`src/hdl/pch_pkg.sv`:
```
// Purpose: Shared constants for the configuration header register slice
// Assumes: Configuration port addresses whole dwords of the header
// Notes:   Offsets are dword indices within the configuration header
package pch_pkg;

  // ----------------------------------------------------------------------
  // Configuration header dword map
  // ----------------------------------------------------------------------
  localparam logic [5:0] CFG_DW_MISC = 6'h03;
  localparam logic [5:0] CFG_DW_BAR0 = 6'h04;
  localparam int         NUM_BAR_MAX = 6;

  // ----------------------------------------------------------------------
  // Byte lanes within the misc dword
  // ----------------------------------------------------------------------
  localparam int LINE_BYTE   = 0;
  localparam int HOLD_BYTE   = 1;
  localparam int LAYOUT_BYTE = 2;

  // ----------------------------------------------------------------------
  // Reset and fixed values
  // ----------------------------------------------------------------------
  localparam logic [7:0]  LINE_SIZE_RST  = 8'h00;
  localparam logic [7:0]  HOLD_LIMIT_RST = 8'h00;
  localparam logic [7:0]  HOLD_WR_MASK   = 8'hf8;
  localparam logic [7:0]  LAYOUT_VALUE   = 8'h00;
  localparam logic [31:0] ZERO_WORD      = 32'h0000_0000;

  // ----------------------------------------------------------------------
  // Window register fields
  // ----------------------------------------------------------------------
  localparam int          SPACE_BIT    = 0;
  localparam int          TYPE_LSB     = 1;
  localparam int          PREF_BIT     = 3;
  localparam logic [1:0]  MEM_TYPE_32  = 2'b00;
  localparam logic [1:0]  MEM_TYPE_64  = 2'b10;
  localparam logic [31:0] MEM_RO_MASK  = 32'h0000_000f;
  localparam logic [31:0] MEM_ADR_MASK = 32'hffff_fff0;
  localparam logic [31:0] IO_ADR_MASK  = 32'hffff_fffc;
  localparam logic [31:0] IO_RO_VALUE  = 32'h0000_0001;

endpackage

```
`src/hdl/pch_hold_counter.sv`:
```
// Purpose: Bus hold countdown for an initiated transaction
// Assumes: start and owning come from logic on the same clock
// Notes:   Expiry stays up while the bus is still owned at zero
`timescale 1ns/1ps
`default_nettype none
module pch_hold_counter #(
  parameter int W = 8
) (
  input  wire logic         core_clk,
  input  wire logic         sys_rst,
  input  wire logic         start,
  input  wire logic         owning,
  input  wire logic [W-1:0] limit,
  output logic      [W-1:0] count_r,
  output logic              expired_r
);
  import pch_pkg::*;

  if (W < 1) begin : g_bad_width
    $error("hold counter width must be at least 1");
  end

  // ----------------------------------------------------------------------
  // Countdown
  // ----------------------------------------------------------------------
  always_ff @(posedge core_clk or posedge sys_rst) begin
    if (sys_rst) begin
      count_r   <= '0;
      expired_r <= 1'b0;
    end else if (start) begin
      count_r   <= limit;
      expired_r <= (limit == '0);
    end else if (owning) begin
      if (count_r != '0) begin
        count_r <= count_r - W'(1);
      end
      expired_r <= (count_r <= W'(1));
    end else begin
      expired_r <= 1'b0;
    end
  end

  // ----------------------------------------------------------------------
  // Checks
  // ----------------------------------------------------------------------
  property p_step_one;
    @(posedge core_clk) disable iff (sys_rst)
      (!start && owning && count_r != '0) |=> (count_r == $past(count_r) - W'(1));
  endproperty
  a_step_one: assert property (p_step_one) else $error("hold count did not step by one");

  property p_load;
    @(posedge core_clk) disable iff (sys_rst)
      start |=> (count_r == $past(limit));
  endproperty
  a_load: assert property (p_load) else $error("hold count not loaded at start");

  property p_expire;
    @(posedge core_clk) disable iff (sys_rst)
      (!start && owning && count_r == W'(1)) |=> (expired_r && count_r == '0);
  endproperty
  a_expire: assert property (p_expire) else $error("expiry missed at zero");

endmodule
`default_nettype wire

```
`src/hdl/pch_window_reg.sv`:
```
// Purpose: One base address window register
// Assumes: Masks are worked out by the parent at elaboration
// Notes:   Read-only bits hold RO_VALUE for ever
`timescale 1ns/1ps
`default_nettype none
module pch_window_reg #(
  parameter logic [31:0] WR_MASK  = 32'h0000_0000,
  parameter logic [31:0] RO_VALUE = 32'h0000_0000
) (
  input  wire logic        core_clk,
  input  wire logic        sys_rst,
  input  wire logic        wr_en,
  input  wire logic [3:0]  byte_en,
  input  wire logic [31:0] wdata,
  output logic      [31:0] value_r
);
  import pch_pkg::*;

  logic [31:0] lane_mask;
  logic [31:0] wr_bits;

  always_comb begin
    lane_mask = {{8{byte_en[3]}}, {8{byte_en[2]}}, {8{byte_en[1]}}, {8{byte_en[0]}}};
    wr_bits   = lane_mask & WR_MASK;
  end

  // Only the size-defined address bits take write data
  always_ff @(posedge core_clk or posedge sys_rst) begin
    if (sys_rst) begin
      value_r <= RO_VALUE;
    end else if (wr_en) begin
      value_r <= (value_r & ~wr_bits) | (wdata & wr_bits);
    end
  end

  property p_fixed_bits;
    @(posedge core_clk) disable iff (sys_rst)
      ((value_r & ~WR_MASK) == RO_VALUE);
  endproperty
  a_fixed_bits: assert property (p_fixed_bits) else $error("fixed window bits changed");

endmodule
`default_nettype wire

```
`src/hdl/pch_config_header_regs.sv`:
```
// Purpose: Line size, bus hold limit, layout and window registers of a
//          configuration header, with the hold countdown
// Assumes: Configuration accesses arrive decoded to a dword index
// Notes:   Reads answer one cycle after the request
`timescale 1ns/1ps
`default_nettype none
module pch_config_header_regs #(
  parameter bit                MASTER_CAPABLE       = 1'b1,
  parameter int                NUM_WINDOWS          = 1,
  parameter int                UPPER_WR_BITS        = 8,
  parameter logic [5:0][31:0]  WINDOW_SETTING_PARAM = {32'h0, 32'h0, 32'h0, 32'h0, 32'h0, 32'hff00_0000}
) (
  input  wire logic                 core_clk,
  input  wire logic                 sys_rst,
  input  wire logic                 cfg_wr_en,
  input  wire logic                 cfg_rd_en,
  input  wire logic [5:0]           cfg_dw_addr,
  input  wire logic [3:0]           cfg_byte_en,
  input  wire logic [31:0]          cfg_wdata,
  input  wire logic                 txn_start,
  input  wire logic                 master_active,
  output logic      [31:0]          cfg_rdata_r,
  output logic                      cfg_rd_valid_r,
  output logic      [7:0]           line_size_r,
  output logic      [7:0]           bus_hold_limit_r,
  output logic      [7:0]           hold_count_r,
  output logic                      hold_expired_r,
  output logic      [5:0][31:0]     window_base_r
);
  import pch_pkg::*;

  // ----------------------------------------------------------------------
  // Window attribute functions
  // ----------------------------------------------------------------------
  function automatic logic [31:0] f_setting(input int n);
    f_setting = WINDOW_SETTING_PARAM[n];
  endfunction

  function automatic bit f_is_low64(input int n);
    logic [31:0] s;
    s = f_setting(n);
    f_is_low64 = (n < NUM_WINDOWS) && !s[SPACE_BIT] && (s[TYPE_LSB+:2] == MEM_TYPE_64);
  endfunction

  function automatic bit f_is_upper(input int n);
    f_is_upper = (n > 0) && f_is_low64(n - 1);
  endfunction

  function automatic logic [31:0] f_wr_mask(input int n);
    logic [31:0] s;
    logic [31:0] m;
    s = f_setting(n);
    m = ZERO_WORD;
    if (n >= NUM_WINDOWS) begin
      m = ZERO_WORD;
    end else if (f_is_upper(n)) begin
      for (int i = 0; i < 32; i++) begin
        m[i] = (i < UPPER_WR_BITS);
      end
    end else if (s[SPACE_BIT]) begin
      m = s & IO_ADR_MASK;
    end else if (f_is_low64(n)) begin
      m = MEM_ADR_MASK;
    end else begin
      m = s & MEM_ADR_MASK;
    end
    f_wr_mask = m;
  endfunction

  function automatic logic [31:0] f_ro_value(input int n);
    logic [31:0] s;
    logic [31:0] v;
    s = f_setting(n);
    v = ZERO_WORD;
    if (n >= NUM_WINDOWS || f_is_upper(n)) begin
      v = ZERO_WORD;
    end else if (s[SPACE_BIT]) begin
      v = IO_RO_VALUE;
    end else begin
      v = s & MEM_RO_MASK;
    end
    f_ro_value = v;
  endfunction

  function automatic bit f_contig(input logic [31:0] m);
    logic [31:0] inv;
    inv = ~m;
    f_contig = ((inv & (inv + 32'h0000_0001)) == ZERO_WORD);
  endfunction

  function automatic int f_count64();
    int c;
    c = 0;
    for (int n = 0; n < NUM_BAR_MAX; n++) begin
      if (f_is_low64(n)) begin
        c++;
      end
    end
    f_count64 = c;
  endfunction

  // ----------------------------------------------------------------------
  // Elaboration checks
  // ----------------------------------------------------------------------
  if (NUM_WINDOWS < 1 || NUM_WINDOWS > NUM_BAR_MAX) begin : g_bad_count
    $error("window count must be 1 to 6");
  end
  if (UPPER_WR_BITS < 1 || UPPER_WR_BITS > 32) begin : g_bad_upper
    $error("upper writable bit count must be 1 to 32");
  end
  if (f_count64() > 1) begin : g_bad_pairs
    $error("only one 64-bit window is allowed");
  end
  for (genvar g = 0; g < NUM_BAR_MAX; g++) begin : g_check
    if (g < NUM_WINDOWS && !f_is_upper(g)) begin : g_live
      if (!WINDOW_SETTING_PARAM[g][SPACE_BIT] &&
          WINDOW_SETTING_PARAM[g][TYPE_LSB+:2] != MEM_TYPE_32 &&
          WINDOW_SETTING_PARAM[g][TYPE_LSB+:2] != MEM_TYPE_64) begin : g_bad_type
        $error("unsupported memory placement");
      end
      if (f_is_low64(g) && (g > 1 || g + 1 >= NUM_WINDOWS)) begin : g_bad_pair
        $error("64-bit window must use pair 1:0 or 2:1");
      end
      if (!f_contig(f_wr_mask(g))) begin : g_bad_size
        $error("window size bits have gaps");
      end
    end
  end

  // ----------------------------------------------------------------------
  // Write decode
  // ----------------------------------------------------------------------
  logic misc_wr;
  logic [NUM_BAR_MAX-1:0] win_wr;

  always_comb begin
    misc_wr = cfg_wr_en && (cfg_dw_addr == CFG_DW_MISC);
    for (int n = 0; n < NUM_BAR_MAX; n++) begin
      win_wr[n] = cfg_wr_en && (cfg_dw_addr == CFG_DW_BAR0 + 6'(n));
    end
  end

  // ----------------------------------------------------------------------
  // Line size register
  // ----------------------------------------------------------------------
  // Target-only builds keep it at reset so synthesis prunes it
  always_ff @(posedge core_clk or posedge sys_rst) begin
    if (sys_rst) begin
      line_size_r <= LINE_SIZE_RST;
    end else if (MASTER_CAPABLE && misc_wr && cfg_byte_en[LINE_BYTE]) begin
      line_size_r <= cfg_wdata[8*LINE_BYTE+:8];
    end
  end

  // ----------------------------------------------------------------------
  // Bus hold limit register
  // ----------------------------------------------------------------------
  always_ff @(posedge core_clk or posedge sys_rst) begin
    if (sys_rst) begin
      bus_hold_limit_r <= HOLD_LIMIT_RST;
    end else if (MASTER_CAPABLE && misc_wr && cfg_byte_en[HOLD_BYTE]) begin
      bus_hold_limit_r <= cfg_wdata[8*HOLD_BYTE+:8] & HOLD_WR_MASK;
    end
  end

  // ----------------------------------------------------------------------
  // Hold countdown
  // ----------------------------------------------------------------------
  logic txn_start_m;
  logic master_active_m;

  // Target-only builds have no hold limit, so expiry must never rise there
  always_comb begin
    txn_start_m     = txn_start && MASTER_CAPABLE;
    master_active_m = master_active && MASTER_CAPABLE;
  end

  pch_hold_counter #(
    .W (8)
  ) u_hold (
    .core_clk  (core_clk),
    .sys_rst   (sys_rst),
    .start     (txn_start_m),
    .owning    (master_active_m),
    .limit     (bus_hold_limit_r),
    .count_r   (hold_count_r),
    .expired_r (hold_expired_r)
  );

  // ----------------------------------------------------------------------
  // Window registers
  // ----------------------------------------------------------------------
  for (genvar g = 0; g < NUM_BAR_MAX; g++) begin : g_win
    pch_window_reg #(
      .WR_MASK  (f_wr_mask(g)),
      .RO_VALUE (f_ro_value(g))
    ) u_win (
      .core_clk (core_clk),
      .sys_rst  (sys_rst),
      .wr_en    (win_wr[g]),
      .byte_en  (cfg_byte_en),
      .wdata    (cfg_wdata),
      .value_r  (window_base_r[g])
    );
  end

  // ----------------------------------------------------------------------
  // Read path
  // ----------------------------------------------------------------------
  logic [31:0] rd_word;
  int          rd_idx;

  always_comb begin
    rd_word = ZERO_WORD;
    rd_idx  = int'(cfg_dw_addr) - int'(CFG_DW_BAR0);
    if (cfg_dw_addr == CFG_DW_MISC) begin
      rd_word[8*LINE_BYTE+:8]   = line_size_r;
      rd_word[8*HOLD_BYTE+:8]   = bus_hold_limit_r;
      rd_word[8*LAYOUT_BYTE+:8] = LAYOUT_VALUE;
    end else if (rd_idx >= 0 && rd_idx < NUM_BAR_MAX) begin
      rd_word = window_base_r[rd_idx];
    end else begin
      rd_word = ZERO_WORD;
    end
  end

  // Unmapped dwords answer zero rather than stalling the requester
  always_ff @(posedge core_clk or posedge sys_rst) begin
    if (sys_rst) begin
      cfg_rdata_r    <= ZERO_WORD;
      cfg_rd_valid_r <= 1'b0;
    end else begin
      cfg_rd_valid_r <= cfg_rd_en;
      if (cfg_rd_en) begin
        cfg_rdata_r <= rd_word;
      end
    end
  end

  // ----------------------------------------------------------------------
  // Checks
  // ----------------------------------------------------------------------
  property p_line_write;
    @(posedge core_clk) disable iff (sys_rst)
      (MASTER_CAPABLE && cfg_wr_en && cfg_dw_addr == CFG_DW_MISC && cfg_byte_en[LINE_BYTE])
        |=> (line_size_r == $past(cfg_wdata[7:0]));
  endproperty
  a_line_write: assert property (p_line_write) else $error("line size write lost");

  property p_target_only;
    @(posedge core_clk) disable iff (sys_rst)
      !MASTER_CAPABLE |-> (line_size_r == 8'h00 && bus_hold_limit_r == 8'h00 && !hold_expired_r);
  endproperty
  a_target_only: assert property (p_target_only) else $error("master registers in target build");

  property p_hold_low_zero;
    @(posedge core_clk) disable iff (sys_rst)
      (MASTER_CAPABLE && cfg_wr_en && cfg_dw_addr == CFG_DW_MISC && cfg_byte_en[HOLD_BYTE])
        |=> (bus_hold_limit_r == ($past(cfg_wdata[15:8]) & 8'hf8));
  endproperty
  a_hold_low_zero: assert property (p_hold_low_zero) else $error("hold limit write wrong");

  property p_layout_zero;
    @(posedge core_clk) disable iff (sys_rst)
      (cfg_rd_en && cfg_dw_addr == CFG_DW_MISC) |=> (cfg_rd_valid_r && cfg_rdata_r[23:16] == 8'h00);
  endproperty
  a_layout_zero: assert property (p_layout_zero) else $error("layout byte not zero");

  property p_win_read;
    @(posedge core_clk) disable iff (sys_rst)
      (cfg_rd_en && cfg_dw_addr == CFG_DW_BAR0)
        |=> (cfg_rdata_r[0] == WINDOW_SETTING_PARAM[0][0] && cfg_rdata_r == $past(window_base_r[0]));
  endproperty
  a_win_read: assert property (p_win_read) else $error("window 0 read wrong");

  property p_unused_zero;
    @(posedge core_clk) disable iff (sys_rst)
      (cfg_rd_en && cfg_dw_addr >= CFG_DW_BAR0 + 6'(NUM_WINDOWS) && cfg_dw_addr < 6'h0a)
        |=> (cfg_rdata_r == 32'h0000_0000);
  endproperty
  a_unused_zero: assert property (p_unused_zero) else $error("absent window not zero");

  property p_rd_pulse;
    @(posedge core_clk) disable iff (sys_rst)
      cfg_rd_valid_r == $past(cfg_rd_en);
  endproperty
  a_rd_pulse: assert property (p_rd_pulse) else $error("read valid not one cycle after request");

  property p_misc_read;
    @(posedge core_clk) disable iff (sys_rst)
      (cfg_rd_en && cfg_dw_addr == CFG_DW_MISC)
        |=> (cfg_rdata_r[8*LINE_BYTE+:8] == $past(line_size_r) &&
             cfg_rdata_r[8*HOLD_BYTE+:8] == $past(bus_hold_limit_r) &&
             cfg_rdata_r[31:24] == 8'h00);
  endproperty
  a_misc_read: assert property (p_misc_read) else $error("misc dword read wrong");

  // A write without the lane enabled must leave that byte alone
  property p_line_keep;
    @(posedge core_clk) disable iff (sys_rst)
      !(misc_wr && cfg_byte_en[LINE_BYTE]) |=> $stable(line_size_r);
  endproperty
  a_line_keep: assert property (p_line_keep) else $error("line size changed without write");

  property p_hold_keep;
    @(posedge core_clk) disable iff (sys_rst)
      !(misc_wr && cfg_byte_en[HOLD_BYTE]) |=> $stable(bus_hold_limit_r);
  endproperty
  a_hold_keep: assert property (p_hold_keep) else $error("hold limit changed without write");

  property p_hold_low_bits;
    @(posedge core_clk) disable iff (sys_rst)
      (bus_hold_limit_r & ~HOLD_WR_MASK) == 8'h00;
  endproperty
  a_hold_low_bits: assert property (p_hold_low_bits) else $error("hold limit low bits set");

  property p_target_count;
    @(posedge core_clk) disable iff (sys_rst)
      !MASTER_CAPABLE |-> (hold_count_r == 8'h00);
  endproperty
  a_target_count: assert property (p_target_count) else $error("hold count runs in target build");

  // Per-window read data and zero high bits of an upper half
  for (genvar g = 0; g < NUM_BAR_MAX; g++) begin : g_win_chk
    property p_win_read_any;
      @(posedge core_clk) disable iff (sys_rst)
        (cfg_rd_en && cfg_dw_addr == CFG_DW_BAR0 + 6'(g)) |=> (cfg_rdata_r == $past(window_base_r[g]));
    endproperty
    a_win_read_any: assert property (p_win_read_any) else $error("window read wrong");

    property p_upper_high_zero;
      @(posedge core_clk) disable iff (sys_rst)
        f_is_upper(g) |-> ((window_base_r[g] >> UPPER_WR_BITS) == ZERO_WORD);
    endproperty
    a_upper_high_zero: assert property (p_upper_high_zero) else $error("upper window high bits set");
  end

endmodule
`default_nettype wire

```
`config.mk`:
```
export PLATFORM = sky130hd
export DESIGN_NAME = pch_config_header_regs
export DESIGN_NICKNAME = d
export VERILOG_FILES = /design/src/hdl/pch_pkg.sv /design/src/hdl/pch_hold_counter.sv /design/src/hdl/pch_window_reg.sv /design/src/hdl/pch_config_header_regs.sv
export SDC_FILE = /design/constraint.sdc
export NUM_CORES = 1
export LEC_CHECK = 0
export BUFFER_PORTS_ARGS = -buffer_cell sky130_fd_sc_hd__clkbuf_2
export CAP_MARGIN = 20
export CORE_MARGIN = 2
export CORE_UTILIZATION = 25
export CTS_CLUSTER_DIAMETER = 120
export DETAILED_ROUTE_END_ITERATION = 16
export GPL_TIMING_DRIVEN = 1
export SKIP_LAST_GASP = 1
export SYNTH_ARGS = -nofsm -noshare
export SYNTH_HDL_FRONTEND = slang
export SYNTH_HIERARCHICAL = 1
export SYNTH_SLANG_ARGS = --single-unit
```
`constraint.sdc`:
```
create_clock -name core_clk -period 2.2 [get_ports core_clk]
set_input_delay 0 -clock core_clk [delete_from_list [all_inputs] [get_ports core_clk]]
set_output_delay 0 -clock core_clk [all_outputs]
set_load 0.1 [all_outputs]
```
# Yosys cells after proc, flatten, opt, wreduce, memory -nomap -nowiden
# Cells that the tools add are included.
# W data, S select, Z words.
# totals
output_inout_bits,250
reg_bits,87
wordCells,40
inputBits,48
# classes
magnitude_cmp,4
bitwise,4
n_reduce_logical,10
n_eq_ne,2
n_mux,11
add_sub_neg,2
# ops
cell,n
$bmux W32 S3,1
$mux W32,3
$and A32 B32 Y32,2
$mux W8,4
$not A32 Y32,1
$or A32 B32 Y32,1
$mux W24,1
$le A8 B1 Y1 const B,1
$logic_not A8 Y1,1
$reduce_bool A8 Y1,1
$sub A8 B1 Y8 const B,1
$ge A7 B1 Y1 const B,1
$lt A7 B4 Y1 const B,1
$lt A7 B5 Y1 const B,1
$sub A6 B3 Y7 const B,1
$eq A6 B2 Y1 const B,1
$eq A6 B3 Y1 const B,1
$logic_and A1 B1 Y1,5
$reduce_bool A2 Y1,2
$mux W1,2
$reduce_and A2 Y1,1

# Depth between registers and ports, before layout
# logic_depth
depth_word,6
mapped_depth,7

# Cells and area by module
# The synthesis kept the hierarchy.
# by_module_without_submodules
mod,instances,cells_per_inst,area_each_um2
pch_config_header_regs,1,359,3489.6
pch_window_reg (g_win[1].u_win ...),5,33,244.0
pch_hold_counter,1,67,608.1
pch_window_reg (g_win[0].u_win),1,43,484.2

# Worst setup path after synthesis
# OpenSTA, ideal clock, no wires.
# synth_timing
path_type,reg2reg
start,register u_hold.count_r[0]
end,register u_hold.count_r[5]
slack_ps,-17
t_arrival_ps,2113
setup_ps,104
required_time_ps,2096
stages_incl_launch_ff,6
n_path_buf,0
synth_period_minus_slack_ps,2217
cell_sequence,dfrtp_1 > inv_1 > ha_1 > nor3b_1 > a211o_1 > o311ai_1
# synth_between
elab_chain_len,4
elab_cells_between_ends,7
cone_classes,1 x add/sub; 3 x mux; 3 x reduce/logical
# synth_lines
element,line_no,source
"start, declared",pch_hold_counter.sv:14,"output logic [W-1:0] count_r,"
"start signal, assigned",pch_hold_counter.sv:31,count_r <= limit;
"start signal, assigned",pch_hold_counter.sv:35,count_r <= count_r - W'(1);
$sub A8 B1 Y8,pch_hold_counter.sv:35,
$mux W8,pch_hold_counter.sv:34,if (count_r != '0) begin
$mux W8,pch_hold_counter.sv:33,end else if (owning) begin
$mux W8,pch_hold_counter.sv:30,end else if (start) begin
# Parallel ways exist; a longest one is shown, timed or not. The select of a mux whose other input is x is not followed.
# A chain may end at the register's enable or synchronous reset.

# Worst setup path in the final report
# layout_timing
start,register u_hold.count_r[2]
end,register u_hold.count_r[5]
# The elaborated chain is that of the path after synthesis.

==> metrics.md <==
| Metric | Value |
|---|---|
| Number of diodes | `0` |
| Crit Path Class | `reg -> reg` |
| Num Clock Sinks | `63` |
| Starting Density | `25.4%` |
| CP max-delay cell | `or4b_1` |
| Gpl congestion | `0.764` |
| Post-DP HPWL | `13200 µm` |
| Largest net degree at the start of global routing | `33` |
| Crit share post-route | `78.1%` |
| Die Ht | `156 µm` |
| Slew @ Worst Pin | `0.839 ns` |
| Root Buffer | `clkbuf_16` |
| Synth Instances | `624` |
| Startpoint types | `register` |
| Busiest layer in global routing | `met2` |
| WP data required | `2.39 ns` |
| Met1 Use GR | `17.7%` |
| Hold_ws | `0.0717 ns` |
| ANT nets after route | `0` |
| Tot GR Track Use | `13.6%` |
| LEAKAGE | `3.14 nW` |
| Final min period | `1.72 ns` |
| First-pass iteration count of the detailed router | `4` |
| RSZ-0062 raised after global routing | `no` |
| Slew Viols, Final | `0` |
| TritonCTS buffer count | `9` |
| Grt ovf | `0` |
| Crit path DAT | `1.91 ns` |
| WL final | `16900 µm` |
| Met2 Use GR | `23.6%` |
| Synth Cell Area | `0.00574 mm²` |
| Layout cells sized above 1 | `24.1%` |
| Placed inst area | `0.00586 mm²` |
| Peak VDD IR | `0.315 mV` |
| Syn Area/Cell | `9.20 µm²` |
| Synthesis-to-layout area growth | `10.7%` |
| Die Wd | `156 µm` |
| Drt via density | `4.16` |
| Final Core Density | `28.2%` |
| Pwr Density | `843 mW/mm²` |
| Min-delay src | `txn_start` |
| CTS tree | `done` |
| Final hold vios | `0` |
| CP max FO | `8` |
| Die area | `0.0242 mm²` |
| DRC viols | `0` |
| Met3 GRT Util | `2.22%` |
| Ports | `298` |
| WL/cell | `16.5 µm` |
| Final clock skew | `0.00728 ns` |
| Synth warn | `6` |
| Design Power | `5.36 mW` |
| # Post-CTS Setup Buffers | `0` |
| Bufs on Longest Clock Path | `2` |
| Crit-path max cell delay | `0.58 ns` |
| Clk slew on worst S/H paths | `0.06 ns` |
| F_max | `582 MHz` |
| Final nets | `787` |
| I/O Buffers | `98` |
| Antenna violations before repair | `0` |
| Worst Setup SP | `u_hold/count_r[2]` |
| Max_cap viols | `0` |
| Vias in the first global route | `4206` |
| Cell area after layout | `0.00636 mm²` |
| Site Rows | `55` |
| CP endpoint kind | `register` |
| Setup Viol. Count Final | `0` |
| FF-to-FF Start | `u_hold/count_r[2]` |
| Worst-skew pair later-pin latency | `0.33 ns` |
| Core Area | `0.0226 mm²` |
| Status | `finished clean` |
| Vias after detailed routing | `4255` |
| First-pass GRT wire length | `24800 µm` |
| Slew margin rel. | `44.1%` |
| Crit-path cells | `or4b_1 > o311ai_0 > o311ai_1` |
| DRT iter0 DRCs | `89` |
| Fin Setup TNS | `0 ns` |
| H-tree Lvls | `3` |
| Hold Path Class | `in -> reg` |
==> through the flow <==
step           setup WS [ns]  std cells
2_1_floorplan         0.0143        810
3_3_place_gp           0.370        985
3_5_place_dp           0.287        985
4_1_cts                0.500       1024
5_1_grt                0.350       1024
6_report               0.483       1024
==> area by class of cell <==
type	count	area (µm²)
Clock buffer	10	229
Clock inverter	6	38.8
Fill cell	2424	16200
Inverter	29	109
Multi-Input combinational cell	497	3200
Sequential cell	63	1580
Tap cell	285	357
Timing Repair Buffer	134	846
==> layer usage <==
| metal | wire length [µm] | part of all wire (%) |
|---|---|---|
| met1 | 7570 | 45 |
| met2 | 8370 | 49 |
| met3 | 798 | 4.7 |
| met4 | 177 | 1.0 |
| met5 | 0 | 0 |
==> layout by cell type (no fill, tap or decap), types with 2 or more instances in the layout <==
cell type      instances
clkinv_2               3
nor3_1                 2
clkbuf_16              9
nor3b_1                4
clkinvlp_4             2
nand3_1                6
a2bb2oi_1              2
inv_1                 28
nand4_1                2
ha_1                   5
buf_12                 2
a21oi_1               23
mux2i_1               58
buf_4                 12
mux2_2                21
o21ai_0                3
a31oi_1               16
or2_2                  2
o22ai_1               32
or4b_1                 2
mux4_2                19
dfrtp_1               62
nand2_1               18
clkbuf_2              96
conb_1               193
nor2_1                49
dlygate4sd3_1         23
nor4_1                 4
o211ai_1              14
==> report_power, final <==
group / switching, mW / total [mW] / internal [mW]
registers: 0.0753 / 1.31 / 1.24
clock network: 0.552 / 1.31 / 0.758
logic: 2.39 / 2.73 / 0.345
total: 3.01 / 5.36 / 2.34
==> critical path: cells and delay by family, from the launching register on <==
kind	cells	cell delay [ns]
simple gates	1	0.58
flops	1	0.45
compound gates	2	0.54
==> worst paths after layout <==
path	to	slack, ns	cells past startpoint
worst max register to register	u_hold/count_r[5]	0.48	3
worst max-delay path	u_hold/count_r[5]	0.48	3
worst min-delay path	u_hold/count_r[5]	0.07	2
worst min register to register	cfg_rdata_r[23]	0.53	2
max in group asynchronous	cfg_rdata_r[27]	1.34	4
min in group asynchronous	u_hold/count_r[7]	0.22	3
==> timing repair <==
item,4_1_cts,5_1_grt
hold buffers,23,0
hold endpoints to repair,62,0
endpoints found under the setup margin,0,0
gates resized for setup,0,0
Power figures use the tool's default switching activity.
